## src/sadc_pkg.sv

```systemverilog
// sadc_pkg: constants, register map and types of the 8-bit SAR converter control block.
// assumes the single bus clock hclk at 10 MHz; all counts are in cycles of that clock or of conversion ticks.
package sadc_pkg;

    // register byte offsets on the AHB-Lite slave
    localparam logic [7:0] SADC_OFS_STATUS_CONTROL = 8'h00;
    localparam logic [7:0] SADC_OFS_RESULT         = 8'h04;

    // conv_status_control field positions
    localparam int SADC_BIT_DONE_FLAG  = 7;
    localparam int SADC_BIT_RC_SELECT  = 6;
    localparam int SADC_BIT_ENABLE     = 5;
    localparam int SADC_BIT_TEST       = 4;
    localparam int SADC_CHAN_MSB       = 3;

    // values after reset
    localparam logic [7:0] SADC_STATUS_CONTROL_RST = 8'h00;
    localparam logic [7:0] SADC_RESULT_RST         = 8'h00;

    // conversion timing, in conversion ticks unless noted
    localparam logic [4:0] SADC_CONV_LAST    = 5'h1F;  // 32 ticks per conversion
    localparam logic [4:0] SADC_SAR_START    = 5'h0B;  // trial of the top bit is set here
    localparam logic [4:0] SADC_SAR_FIRST    = 5'h0C;  // first bit decision
    localparam logic [4:0] SADC_SAR_LAST     = 5'h13;  // last bit decision
    localparam logic [7:0] SADC_SAR_TOP      = 8'h80;
    // sampling window: 12 bus clock cycles at most
    localparam int         SADC_SAMPLE_NS    = 1200;
    localparam int         SADC_CLK_NS       = 100;
    localparam logic [3:0] SADC_SAMPLE_CYC   = 4'((SADC_SAMPLE_NS) / SADC_CLK_NS);

    // AHB-Lite encodings
    localparam logic [1:0] SADC_HTRANS_NONSEQ = 2'h2;
    localparam logic [1:0] SADC_HTRANS_SEQ    = 2'h3;

    // what the analog multiplexer routes to the sampler
    typedef enum logic [2:0] {
        SADC_SRC_TEMP     = 3'b000,
        SADC_SRC_PIN      = 3'b001,
        SADC_SRC_SUPPLY   = 3'b010,
        SADC_SRC_HIGH_REF = 3'b011,
        SADC_SRC_MID_REF  = 3'b100,
        SADC_SRC_LOW_REF  = 3'b101
    } sadc_source_t;

    // conversion sequencer states
    typedef enum logic [1:0] {
        SADC_ST_IDLE   = 2'b00,
        SADC_ST_SAMPLE = 2'b01,
        SADC_ST_CONV   = 2'b10
    } sadc_state_t;

endpackage : sadc_pkg

```

## src/sadc_control.sv

```systemverilog
// sadc_control: register file, clock selection and successive-approximation sequencer of the converter.
// assumes an AHB-Lite master on hclk, a comparator strobed on hclk, and a free RC oscillator on rc_osc_in.
//
// Behaviour
// - set done flag when conversion finishes
// - any control write clears flag, starts conversion if enable is set
// - reading result register clears done flag
// - keep converting every 32 ticks until rewritten
// - each conversion overwrites result, sets flag
// - rc select picks oscillator else bus clock
// - rc select and enable act independently
// - enable powers converter and charge pump
// - four-bit channel field picks eleven sources, 10..15 all low ref
// - channel map: temp, pins, supply, references
// - result loads with the flag set
// - wait mode changes nothing
// - stop disables analog and aborts conversion
// - stop keeps both registers unchanged
// - sample switch closed at most 12 cycles
// - reset clears rc select and enable
// - control write aborts running conversion
// - full scale saturates at FF, low ref zero
// - results move to register on bus clock
`timescale 1ns/1ps
`default_nettype none

module sadc_control
    import sadc_pkg::*;
(
    input  wire logic        hclk,
    input  wire logic        hresetn,
    input  wire logic        hsel,
    input  wire logic [7:0]  haddr,
    input  wire logic [1:0]  htrans,
    input  wire logic        hwrite,
    input  wire logic [2:0]  hsize,
    input  wire logic [31:0] hwdata,
    input  wire logic        hready,
    output var  logic        hreadyout,
    output var  logic        hresp,
    output var  logic [31:0] hrdata,
    input  wire logic        rc_osc_in,
    input  wire logic        comp_above,
    input  wire logic        wait_mode,
    input  wire logic        stop_mode,
    output var  logic        rc_osc_enable,
    output var  logic        charge_pump_enable,
    output var  logic        comparator_enable,
    output var  logic        sample_switch,
    output var  logic [7:0]  dac_code,
    output var  logic [2:0]  source_select,
    output var  logic [2:0]  pin_select
);

    logic [7:0]  conv_status_control;
    logic [6:0]  ctl_fields;
    logic        done_flag;
    logic        next_done_flag;
    logic [7:0]  conv_result;
    logic        ph_write_ctl;
    logic        rd_result;
    logic        wr_ctl;
    logic        addr_valid;
    logic        rc_sync1;
    logic        rc_sync2;
    logic        rc_prev;
    logic        conv_tick;
    logic        running;
    logic        active;
    sadc_state_t state;
    logic [4:0]  step;
    logic [3:0]  sample_cnt;
    logic [7:0]  sar;
    logic [7:0]  next_sar;
    logic        conv_finish;
    logic [2:0]  bit_idx;
    logic [4:0]  sar_ofs;

    // the slave never stretches a transfer and never reports an error
    always_ff @(posedge hclk or negedge hresetn) begin
        if (!hresetn) begin
            hreadyout <= 1'b0;
            hresp     <= 1'b0;
        end else begin
            hreadyout <= 1'b1;
            hresp     <= 1'b0;
        end
    end

    assign addr_valid = hsel && hready && (htrans == SADC_HTRANS_NONSEQ || htrans == SADC_HTRANS_SEQ);
    assign rd_result  = addr_valid && !hwrite && haddr == SADC_OFS_RESULT;
    assign wr_ctl     = ph_write_ctl;

    // remember a control write for its data phase
    always_ff @(posedge hclk or negedge hresetn) begin
        if (!hresetn) begin
            ph_write_ctl <= 1'b0;
        end else begin
            ph_write_ctl <= addr_valid && hwrite && haddr == SADC_OFS_STATUS_CONTROL;
        end
    end

    // read data is latched at the address phase so it stands through the data phase
    always_ff @(posedge hclk or negedge hresetn) begin
        if (!hresetn) begin
            hrdata <= 32'h00000000;
        end else if (addr_valid && !hwrite) begin
            case (haddr)
                SADC_OFS_STATUS_CONTROL: hrdata <= {24'h000000, conv_status_control};
                SADC_OFS_RESULT:         hrdata <= {24'h000000, conv_result};
                default:                 hrdata <= 32'h00000000;
            endcase
        end
    end

    // control fields; the done flag position ignores written data
    always_ff @(posedge hclk or negedge hresetn) begin
        if (!hresetn) begin
            ctl_fields <= SADC_STATUS_CONTROL_RST[6:0];
        end else if (wr_ctl) begin
            ctl_fields <= hwdata[6:0];
        end
    end

    // flag and fields live apart so each flop has a single writer
    assign conv_status_control = {done_flag, ctl_fields};

    // done flag: a finishing conversion wins over a result read in the same cycle
    always_comb begin
        next_done_flag = done_flag;
        if (wr_ctl) begin
            next_done_flag = 1'b0;
        end else if (conv_finish) begin
            next_done_flag = 1'b1;
        end else if (rd_result) begin
            next_done_flag = 1'b0;
        end
    end

    always_ff @(posedge hclk or negedge hresetn) begin
        if (!hresetn) begin
            done_flag <= SADC_STATUS_CONTROL_RST[SADC_BIT_DONE_FLAG];
        end else begin
            done_flag <= next_done_flag;
        end
    end

    // result loads in the same edge that sets the flag, old value overwritten regardless
    always_ff @(posedge hclk or negedge hresetn) begin
        if (!hresetn) begin
            conv_result <= SADC_RESULT_RST;
        end else if (conv_finish) begin
            conv_result <= sar;
        end
    end

    // oscillator pin is asynchronous: two flops, then an edge detector on the second
    always_ff @(posedge hclk or negedge hresetn) begin
        if (!hresetn) begin
            rc_sync1 <= 1'b0;
            rc_sync2 <= 1'b0;
            rc_prev  <= 1'b0;
        end else begin
            rc_sync1 <= rc_osc_in;
            rc_sync2 <= rc_sync1;
            rc_prev  <= rc_sync2;
        end
    end

    // the oscillator must run slower than half of hclk to be seen; slower ticks are simply fewer
    assign conv_tick = conv_status_control[SADC_BIT_RC_SELECT] ? (rc_sync2 && !rc_prev) : 1'b1;

    // stop aborts; wait_mode is deliberately not looked at
    assign active = running && conv_status_control[SADC_BIT_ENABLE] && !stop_mode;

    // a control write arms continuous conversion until the next write
    always_ff @(posedge hclk or negedge hresetn) begin
        if (!hresetn) begin
            running <= 1'b0;
        end else if (wr_ctl) begin
            running <= 1'b1;
        end
    end

    assign conv_finish = active && conv_tick && step == SADC_CONV_LAST && !wr_ctl;
    assign sar_ofs     = step - SADC_SAR_FIRST;
    assign bit_idx     = 3'(3'h7 - sar_ofs[2:0]);

    // sequencer: step counts conversion ticks, sampling at the head of each conversion
    always_ff @(posedge hclk or negedge hresetn) begin
        if (!hresetn) begin
            state <= SADC_ST_IDLE;
            step  <= 5'h00;
        end else if (wr_ctl || !active) begin
            state <= SADC_ST_IDLE;
            step  <= 5'h00;
        end else begin
            case (state)
                SADC_ST_IDLE: begin
                    state <= SADC_ST_SAMPLE;
                    step  <= 5'h00;
                end
                SADC_ST_SAMPLE: begin
                    if (conv_tick) begin
                        step <= step + 5'h01;
                        if (step == SADC_SAR_START) begin
                            state <= SADC_ST_CONV;
                        end
                    end
                end
                SADC_ST_CONV: begin
                    if (conv_tick) begin
                        if (step == SADC_CONV_LAST) begin
                            state <= SADC_ST_SAMPLE;
                            step  <= 5'h00;
                        end else begin
                            step <= step + 5'h01;
                        end
                    end
                end
                default: begin
                    state <= SADC_ST_IDLE;
                    step  <= 5'h00;
                end
            endcase
        end
    end

    // bus-cycle counter bounds the sample window even when ticks are slow
    always_ff @(posedge hclk or negedge hresetn) begin
        if (!hresetn) begin
            sample_cnt <= 4'h0;
        end else if (state != SADC_ST_SAMPLE || wr_ctl || !active) begin
            sample_cnt <= 4'h0;
        end else if (sample_cnt != SADC_SAMPLE_CYC) begin
            sample_cnt <= sample_cnt + 4'h1;
        end
    end

    always_ff @(posedge hclk or negedge hresetn) begin
        if (!hresetn) begin
            sample_switch <= 1'b0;
        end else begin
            sample_switch <= active && !wr_ctl && state == SADC_ST_SAMPLE
                             && sample_cnt < SADC_SAMPLE_CYC - 4'h1;
        end
    end

    // successive approximation; comparator is strobed on hclk so no synchroniser is needed
    // the trial word is computed once so sar and dac_code always hold the same value
    always_comb begin
        next_sar = sar;
        if (wr_ctl || !active) begin
            next_sar = 8'h00;
        end else if (conv_tick && state == SADC_ST_SAMPLE && step == SADC_SAR_START) begin
            next_sar = SADC_SAR_TOP;
        end else if (conv_tick && state == SADC_ST_CONV && step >= SADC_SAR_FIRST && step <= SADC_SAR_LAST) begin
            // all ones at or above the high reference, no overflow bit
            next_sar[bit_idx] = comp_above;
            if (bit_idx != 3'h0) begin
                next_sar[bit_idx - 3'h1] = 1'b1;
            end
        end
    end

    always_ff @(posedge hclk or negedge hresetn) begin
        if (!hresetn) begin
            sar <= 8'h00;
        end else begin
            sar <= next_sar;
        end
    end

    always_ff @(posedge hclk or negedge hresetn) begin
        if (!hresetn) begin
            dac_code <= 8'h00;
        end else begin
            // a copy lagging sar would let each decision judge the previous trial
            dac_code <= next_sar;
        end
    end

    // analog power; stop overrides all three enables, the register bits stay as written
    always_ff @(posedge hclk or negedge hresetn) begin
        if (!hresetn) begin
            rc_osc_enable      <= 1'b0;
            charge_pump_enable <= 1'b0;
            comparator_enable  <= 1'b0;
        end else begin
            rc_osc_enable      <= conv_status_control[SADC_BIT_RC_SELECT] && !stop_mode;
            charge_pump_enable <= conv_status_control[SADC_BIT_ENABLE] && !stop_mode;
            comparator_enable  <= conv_status_control[SADC_BIT_ENABLE] && !stop_mode;
        end
    end

    // channel decode; channel 0 and 7..15 are internal only
    always_ff @(posedge hclk or negedge hresetn) begin
        if (!hresetn) begin
            source_select <= SADC_SRC_TEMP;
            pin_select    <= 3'h0;
        end else begin
            pin_select <= 3'h0;
            case (conv_status_control[SADC_CHAN_MSB:0])
                4'h0: source_select <= SADC_SRC_TEMP;
                4'h1: begin
                    source_select <= SADC_SRC_PIN;
                    pin_select    <= 3'h1;
                end
                4'h2: begin
                    source_select <= SADC_SRC_PIN;
                    pin_select    <= 3'h2;
                end
                4'h3: begin
                    source_select <= SADC_SRC_PIN;
                    pin_select    <= 3'h3;
                end
                4'h4: begin
                    source_select <= SADC_SRC_PIN;
                    pin_select    <= 3'h4;
                end
                4'h5: begin
                    source_select <= SADC_SRC_PIN;
                    pin_select    <= 3'h5;
                end
                4'h6: begin
                    source_select <= SADC_SRC_PIN;
                    pin_select    <= 3'h6;
                end
                4'h7: source_select <= SADC_SRC_SUPPLY;
                4'h8: source_select <= SADC_SRC_HIGH_REF;
                4'h9: source_select <= SADC_SRC_MID_REF;
                default: source_select <= SADC_SRC_LOW_REF;
            endcase
        end
    end

endmodule : sadc_control

`default_nettype wire

```

## config.mk

```make
export PLATFORM = sky130hd
export DESIGN_NAME = sadc_control
export DESIGN_NICKNAME = d
export VERILOG_FILES = /design/src/sadc_pkg.sv /design/src/sadc_control.sv
export SDC_FILE = /design/constraint.sdc
export NUM_CORES = 1
export LEC_CHECK = 0
export BUFFER_PORTS_ARGS = -buffer_cell sky130_fd_sc_hd__buf_2
export CAP_MARGIN = 0
export CELL_PAD_IN_SITES_DETAIL_PLACEMENT = 2
export CELL_PAD_IN_SITES_GLOBAL_PLACEMENT = 2
export CORE_UTILIZATION = 32
export CTS_CLUSTER_DIAMETER = 60
export DETAILED_ROUTE_END_ITERATION = 12
export PLACE_DENSITY_LB_ADDON = 0.1
export REMOVE_ABC_BUFFERS = 1
export SYNTH_ARGS = -nofsm -noshare
export SYNTH_HDL_FRONTEND = slang
export SYNTH_SLANG_ARGS = --single-unit
```

## constraint.sdc

```tcl
create_clock -name hclk -period 5.5 [get_ports hclk]
set_input_delay 1.1 -clock hclk [delete_from_list [all_inputs] [get_ports hclk]]
set_output_delay 1.1 -clock hclk [all_outputs]
set_load 0.02 [all_outputs]
```

**Yosys cells after proc, flatten, opt, wreduce, memory -nomap -nowiden**

Index checks and enable logic that the tools add are counted.

- Bits of input ports: 54
- Register bits: 82
- Output and inout bits: 52
- Logic and storage cells: 126

- Reduce and logical (&&, ||, !) cells: 43
- Magnitude comparators: 7
- Bitwise operators: 1
- Add/sub/neg operators: 5
- Equal/unequal tests: 22
- Multiplexer cells: 29

Operators by type and width:

| kind | number |
|---|---|
| 8-bit 2-to-1 mux | 4 |
| 1-bit logical AND | 24 |
| 5-bit 2-to-1 mux | 4 |
| 3-bit one-hot mux with 6 select lines | 1 |
| 4-bit by 3-bit equality test with 1-bit output, second input constant | 4 |
| 8-bit one-hot mux with 2 select lines | 1 |
| 3-bit one-hot mux with 5 select lines | 1 |
| 2-bit 2-to-1 mux | 5 |
| 5-bit one-hot mux with 2 select lines | 1 |
| 3-bit inequality test, second input constant | 3 |
| 3-bit nonzero test | 3 |
| 8-bit bitwise mux | 1 |
| 4-bit by 2-bit equality test with 1-bit output, second input constant | 2 |
| 4-bit equality test, second input constant | 2 |
| 8-bit by 3-bit equality test with 1-bit output, second input constant | 1 |
| 8-bit logical NOT | 1 |
| 3-bit by 4-bit < comparator with 1-bit output, second input constant | 2 |
| 4-bit 2-to-1 mux | 2 |
| 8-bit OR | 1 |
| 1-bit demux with 3-bit select | 2 |
| 2-bit equality test, second input constant | 3 |
| 3-bit by 1-bit >= comparator with 1-bit output, second input constant | 2 |
| 1-bit 2-to-1 mux | 6 |
| 2-bit one-hot mux with 3 select lines | 1 |
| 23 further kinds | 30 |

**Longest topological paths before layout**

Gate-level depths: netlist of run 1.

- Depth in word-level cells: 12
- Depth in mapped cells: 8
- Mapped depth without buffers: 7

**Worst setup path before layout of run 1**

OpenSTA, ideal clock, no wires.

- Path type: input port to flip-flop
- From: input port haddr[5]
- To: register hrdata[1]
- Stages: 4
- Library setup time: 67 ps
- Slack: 3125 ps
- Data required time: 5433 ps
- Arrival time: 2308 ps
- Path buffers: 0
- Path through: or4_4 > nor4_4 > a22oi_1 > nand2_1

- Cells in the longest elaborated chain, start to end: 2
- Elaborated cells between the ends (all ways): 3
- Those cells by class: eq/ne: 1; mux: 1; reduce/logical: 1

RTL lines:

| item | line | text |
|---|---|---|
| start, declared | sadc_control.sv:33 | `input wire logic [7:0] haddr,` |
| 8-bit by 3-bit equality test with 1-bit output / 8-bit logical NOT (equally long branches) | sadc_control.sv:108 | `case (haddr)` |
| 8-bit one-hot mux with 2 select lines * | sadc_control.sv:108 |  |
| end signal, assigned | sadc_control.sv:109 | `SADC_OFS_STATUS_CONTROL: hrdata <= {24'h000000, conv_status_control};` |
| end signal, assigned | sadc_control.sv:110 | `SADC_OFS_RESULT: hrdata <= {24'h000000, conv_result};` |
| end, declared | sadc_control.sv:41 | `output var logic [31:0] hrdata,` |

Mark *: on every way between the ends. The rest lies on a longest branch, timed or not.
A chain may end at the register's enable or synchronous reset.

**Final worst setup path of run 1**

- From: input port stop_mode
- To: register dac_code[3]

- Cells in the longest elaborated chain, start to end: 5
- Elaborated cells between the ends (all ways): 6
- Those cells by class: mux: 1; reduce/logical: 5

RTL lines:

| item | line | text |
|---|---|---|
| start, declared | sadc_control.sv:45 | `input wire logic stop_mode,` |
| 1-bit logical NOT * | sadc_control.sv:174 | `assign active = running && conv_status_control[SADC_BIT_ENABLE] && !stop_mode;` |
| 1-bit logical AND * | sadc_control.sv:174 |  |
| 1-bit logical NOT * | sadc_control.sv:253 | `if (wr_ctl \|\| !active) begin` |
| 1-bit logical OR * | sadc_control.sv:253 |  |
| 3-bit nonzero test (no source line) / 8-bit 2-to-1 mux (equally long branches) | n/a |  |
| end signal, assigned | sadc_control.sv:279 | `dac_code <= next_sar;` |
| end, declared | sadc_control.sv:50 | `output var logic [7:0] dac_code,` |

Marked as above.

==> results.toml, run 1 <==
[clocking]
clockRootBuffer = "clkbuf_8"
htree_levels = 3
cts-hold-fix-buffers = 0
clk_pin_slew_ns = 0.07
cts_tree = "done"
cts_resized = 0
cts_buffer_depth = 2
post_cts_buffers = 0
clock_latency_ns = 0.34
cts_buffers = 9
cts_sinks = 58

[yosys]
synth-async-reset-ratio_pct = 100
synth_cell_types = 50
synth_common_cells = "dfrtp_1, nand2_1, buf_4, o21ai_0, mux2_2"
yosysWarnings = 0
netlist_instances = 283
synth.area.top_cells = "dfrtp_1, buf_4, mux2_2"
synth.top_cell.area_share_pct = 48.5
yosysMostFrequentCell = "dfrtp_1"
synth_area_leader_cell = "dfrtp_1"
syn_area_per_cell_um2 = 10.6
ys_ff_latch = 58
synth_ff_type = "dfrtp_1"
synth-edff-count = 0
seq_area_frac_synth_pct = 48.5
syn_area_mm2 = 0.00299

[sta]
period_share_pct = 46.0
worstMarginPinSlew_ns = 0.763
setup_violations = 0
holdWs_ns = 0.383
fin_ws_ns = 2.97
slew_headroom_pct = 49.1
skew_ns = 0.00600
setup_tns_ns = 0
period_needed_ns = 2.53
final_max_slew_viol_count = 0
clock.fmax_mhz = 396
rsz0062_at_grt = "no"
hold_violations = 0

[global_route]
antenna_found_initial = 0
grt_pass1_wl_um = 12700
grtUsageTotal_pct = 17.0
grt_max_degree = 59
grt_pass1_vias = 2373
gr-total-overflow = 0

[finish]
area_growth_pct = 17.3
finalNetCount = 399
multi_input_area_mm2 = 0.00136
seqCellArea_mm2 = 0.00145
final_layout_size_suffix_gt1_share_pct = 27.1
antenna_cells = 0
fillers = 970

[critical_path]
critPathArrivalTime_ns = 2.81
cp_max_fo = 9
start_kind = "input port"
worstSetupPathType = "in -> reg"
worstSetupEndpointType = "flop"
cp.required_ns = 5.78

[route]
antenna_left = 0
wl_per_cell_um = 17.0
vias_per_cell = 5.01
dr.pass1.iters = 4
via_count = 2244
routed_wl_um = 7620
drt_iter0_drc = 79
drcViolationCount = 0

[die]
die_w_um = 98.7
row_count = 34
die_h_um = 98.7
initial_core_util_pct = 33.7
io_pins = 106
floorplan.core_area_mm2 = 0.00889
die-area_mm2 = 0.00975

[placed_design]
place_congestion = 0.742
preCtsSetupSlack_ns = 2.59
dp.final_hpwl_um = 5230
portBuffers = 50

[power_and_ir_drop]
p_leak_nw = 1.76
powerDensity_mw_per_mm2 = 291
irDropWorstVdd_mv = 0.125
power_mw = 1.02

[run]
cap_violations = 0

[min_path]
hp-class = "reg -> reg"

[status]
status = "complete, no violations"
through the flow:
step | area (um^2) | utilization (%) | instances
after global placement | 3240 | 36.5 | 432
after global routing | 3510 | 39.5 | 448
after detailed placement | 3240 | 36.5 | 432
after CTS | 3510 | 39.5 | 448
after floorplan | 2850 | - | 273
final | 3510 | 39.5 | 448
flip-flops by register name, indices dropped and copies added, names as in the netlist, 2 cells and up:
| register | flops |
|---|---|
| pin_select | 3 |
| dac_code | 8 |
| ctl_fields | 7 |
| state | 2 |
| step | 5 |
| conv_result | 8 |
| hrdata | 8 |
| sample_cnt | 4 |
| source_select | 3 |
layout make-up:
type / instances / area share (%)
repair buffers: 51 / 7.34
flip-flops and latches: 58 / 41.3
clock inverters: 5 / 3.56
clock buffers: 11 / 4.03
well taps: 108 / 3.85
multi-input cells: 203 / 38.6
inverters: 12 / 1.28
final timing paths:
path | from | endpoint | slack (ns) | cells after the start
max | stop_mode | dac_code[3] | 2.97 | 5
min | rc_sync1 | rc_sync2 | 0.38 | 0
max reg2reg | ph_write_ctl | dac_code[3] | 3.19 | 4
min reg2reg | rc_sync1 | rc_sync2 | 0.38 | 0
max in group asynchronous | hresetn | hreadyout | 4.09 | 2
min in group asynchronous | hresetn | pin_select[2] | 0.91 | 2
worst max-delay path: stages:
cell and delay [ns]:
buf_2 0.12, and4bb_2 0.42, a21boi_2 0.39, nor2b_1 0.53, a32o_1 0.25
power breakdown:
group / internal (mW) / switching, mW / leakage (nW) / total (mW)
Combinational: 0.00970 / 0.0335 / 0.860 / 0.0432
Clock: 0.359 / 0.188 / 0.134 / 0.547
Sequential: 0.429 / 0.00197 / 0.770 / 0.431
logic make-up (layout without fill, tap and decap cells):
family,count (synthesis),after routing,synth area share [%]
AO/OA/AOI/OAI,55,55,12.8
XOR/XNOR,2,2,0.585
adder cells (fa/ha/maj),10,10,4.18
buffers and inverters,46,79,9.28
flip-flops,58,58,48.5
multiplexers,21,21,7.61
other,2,26,0.251
AND/OR/NAND/NOR,89,89,16.8
placed cells by master (no fill, tap or decap), types with 7 or more instances in the layout:
cell,netlist,final
mux2_2,14,14
nand2_1,31,31
inv_1,12,12
mux2i_1,7,7
nor2_1,12,12
o21ai_0,15,15
ha_1,10,10
clkbuf_8,0,10
dfrtp_1,58,58
conb_1,2,26
buf_2,3,50
a21oi_1,7,7
nand3_1,7,7
a22oi_1,8,8
metal layers:
metal  up-vias  global-route usage [%]  part of all wire [%]
li1       1048                       -                     -
met2        49                    28.3                    48
met3         8                    4.18                   3.8
met5         -                       0                     0
met4         0                    5.17                   1.1
met1      1139                    21.8                    47
Note: power is estimated with default switching activity, not from simulation.
==> inputs of run 2 (changes only) <==
- CORE_UTILIZATION: 32 -> 30
- clock period: 5.5 -> 2.6 ns (I/O delays scaled with it)
==> results.toml, run 2 (synthesis results as in run 1) <==
[status]
status = "complete, no violations"

[finish]
final_common_cell = "dfrtp_1"
seqCellArea_mm2 = 0.00145
finalNetCount = 404
top_regs = "conv_result (8), dac_code (8), hrdata (8)"
area_growth_pct = 16.4
final_layout_size_suffix_gt1_share_pct = 27.2
layout_common_cells = "dfrtp_1, buf_2, nand2_1"
multi_input_area_mm2 = 0.00136
fillers = 1087
antenna_cells = 0

[route]
drcViolationCount = 0
routed_wl_um = 7220
vias_per_cell = 4.73
via_count = 2247
dr.pass1.iters = 4
wl_per_cell_um = 15.2
antenna_left = 0
drt_iter0_drc = 33

[clocking]
cts_buffers = 9
htree_levels = 3
cts_tree = "done"
cts_sinks = 58
cts_resized = 0
cts_buffer_depth = 2
cts-hold-fix-buffers = 0
clockRootBuffer = "clkbuf_8"
clk_pin_slew_ns = 0.07
clock_latency_ns = 0.33
post_cts_buffers = 0

[sta]
setup_tns_ns = 0
period_share_pct = 76.4
period_needed_ns = 1.99
hold_violations = 0
final_max_slew_viol_count = 0
skew_ns = 0.00958
clock.fmax_mhz = 503
holdWs_ns = 0.189
rsz0062_at_grt = "no"
worstMarginPinSlew_ns = 0.592
setup_violations = 0
slew_headroom_pct = 60.6

[power_and_ir_drop]
power_mw = 1.73
irDropWorstVdd_mv = 0.167
powerDensity_mw_per_mm2 = 495
p_leak_nw = 1.74

[critical_path]
max_stage_delay_ns = 0.49
worstSetupEndpointType = "flop"
timing.critical_path.buf_inv = 1
cp_max_fo = 7
start_kind = "flop"
r2r_start = "state[1]"
worstSetupPathType = "reg -> reg"
crit_chain = "inv_1 > ha_1 > or4b_1 > a31o_2 > a22o_1"
slowest_stage = "or4b_1"
critPathLaunch = "state[1]"
cp.required_ns = 2.81
path_delay_family = "compound AO/OA/AOI/OAI gates"
critPathArrivalTime_ns = 2.20

[global_route]
grt_max_degree = 37
grtUsageTotal_pct = 15.1
grt_pass1_wl_um = 11700
gr-total-overflow = 0
grt_pass1_vias = 2244
antenna_found_initial = 0

[die]
floorplan.core_area_mm2 = 0.00973
die-area_mm2 = 0.0104
initial_core_util_pct = 30.8
row_count = 36
die_h_um = 102
io_pins = 106
die_w_um = 102

[min_path]
hp-class = "in -> async"

[placed_design]
place_congestion = 0.727
dp.final_hpwl_um = 5380
portBuffers = 50

[run]
cap_violations = 0
==> run 2: stage by stage <==
| step | utilization (%) | area, um^2 | setup WS [ns] | cells |
|---|---|---|---|---|
| 6_report | 35.8 | 3480 | 0.613 | 475 |
| 3_5_place_dp | 34.2 | 3330 | 0.452 | 462 |
| 2_1_floorplan | - | 2850 | 0.613 | 273 |
| 4_1_cts | 35.8 | 3480 | 0.571 | 475 |
| 5_1_grt | 35.8 | 3480 | 0.471 | 475 |
| 3_3_place_gp | 34.2 | 3330 | 0.496 | 462 |
==> run 2: layer usage <==
| layer | vias to the layer above | share of wire (%) | GRT usage, % |
|---|---|---|---|
| met5 | - | 0 | 0 |
| met4 | 0 | 1.6 | 6.59 |
| met3 | 10 | 3.8 | 3.56 |
| met2 | 50 | 47 | 24.8 |
| met1 | 1130 | 47 | 18.9 |
| li1 | 1057 | - | - |
==> run 2: cell type report <==
cell class / count / area share (%)
Sequential cell: 58 / 41.7
Inverter: 12 / 1.29
Multi-Input combinational cell: 203 / 38.9
Tap cell: 133 / 4.78
Timing Repair Buffer: 56 / 8.83
Clock buffer: 13 / 4.56
==> run 2: power breakdown <==
group	total (mW)	internal, mW	switching, mW
sequential	0.913	0.909	0.00356
clock	0.719	0.383	0.336
combinational	0.0942	0.0226	0.0716
==> run 2: path summary, 6_finish.rpt <==
check	depth (start not counted)	slack, ns	endpoint
min	1	0.19	conv_result[6]
max reg2reg	5	0.61	dac_code[1]
min in group hclk	1	0.29	rc_sync1
max	5	0.61	dac_code[1]
min reg2reg	0	0.36	rc_sync2
max in group asynchronous	2	1.81	dac_code[3]
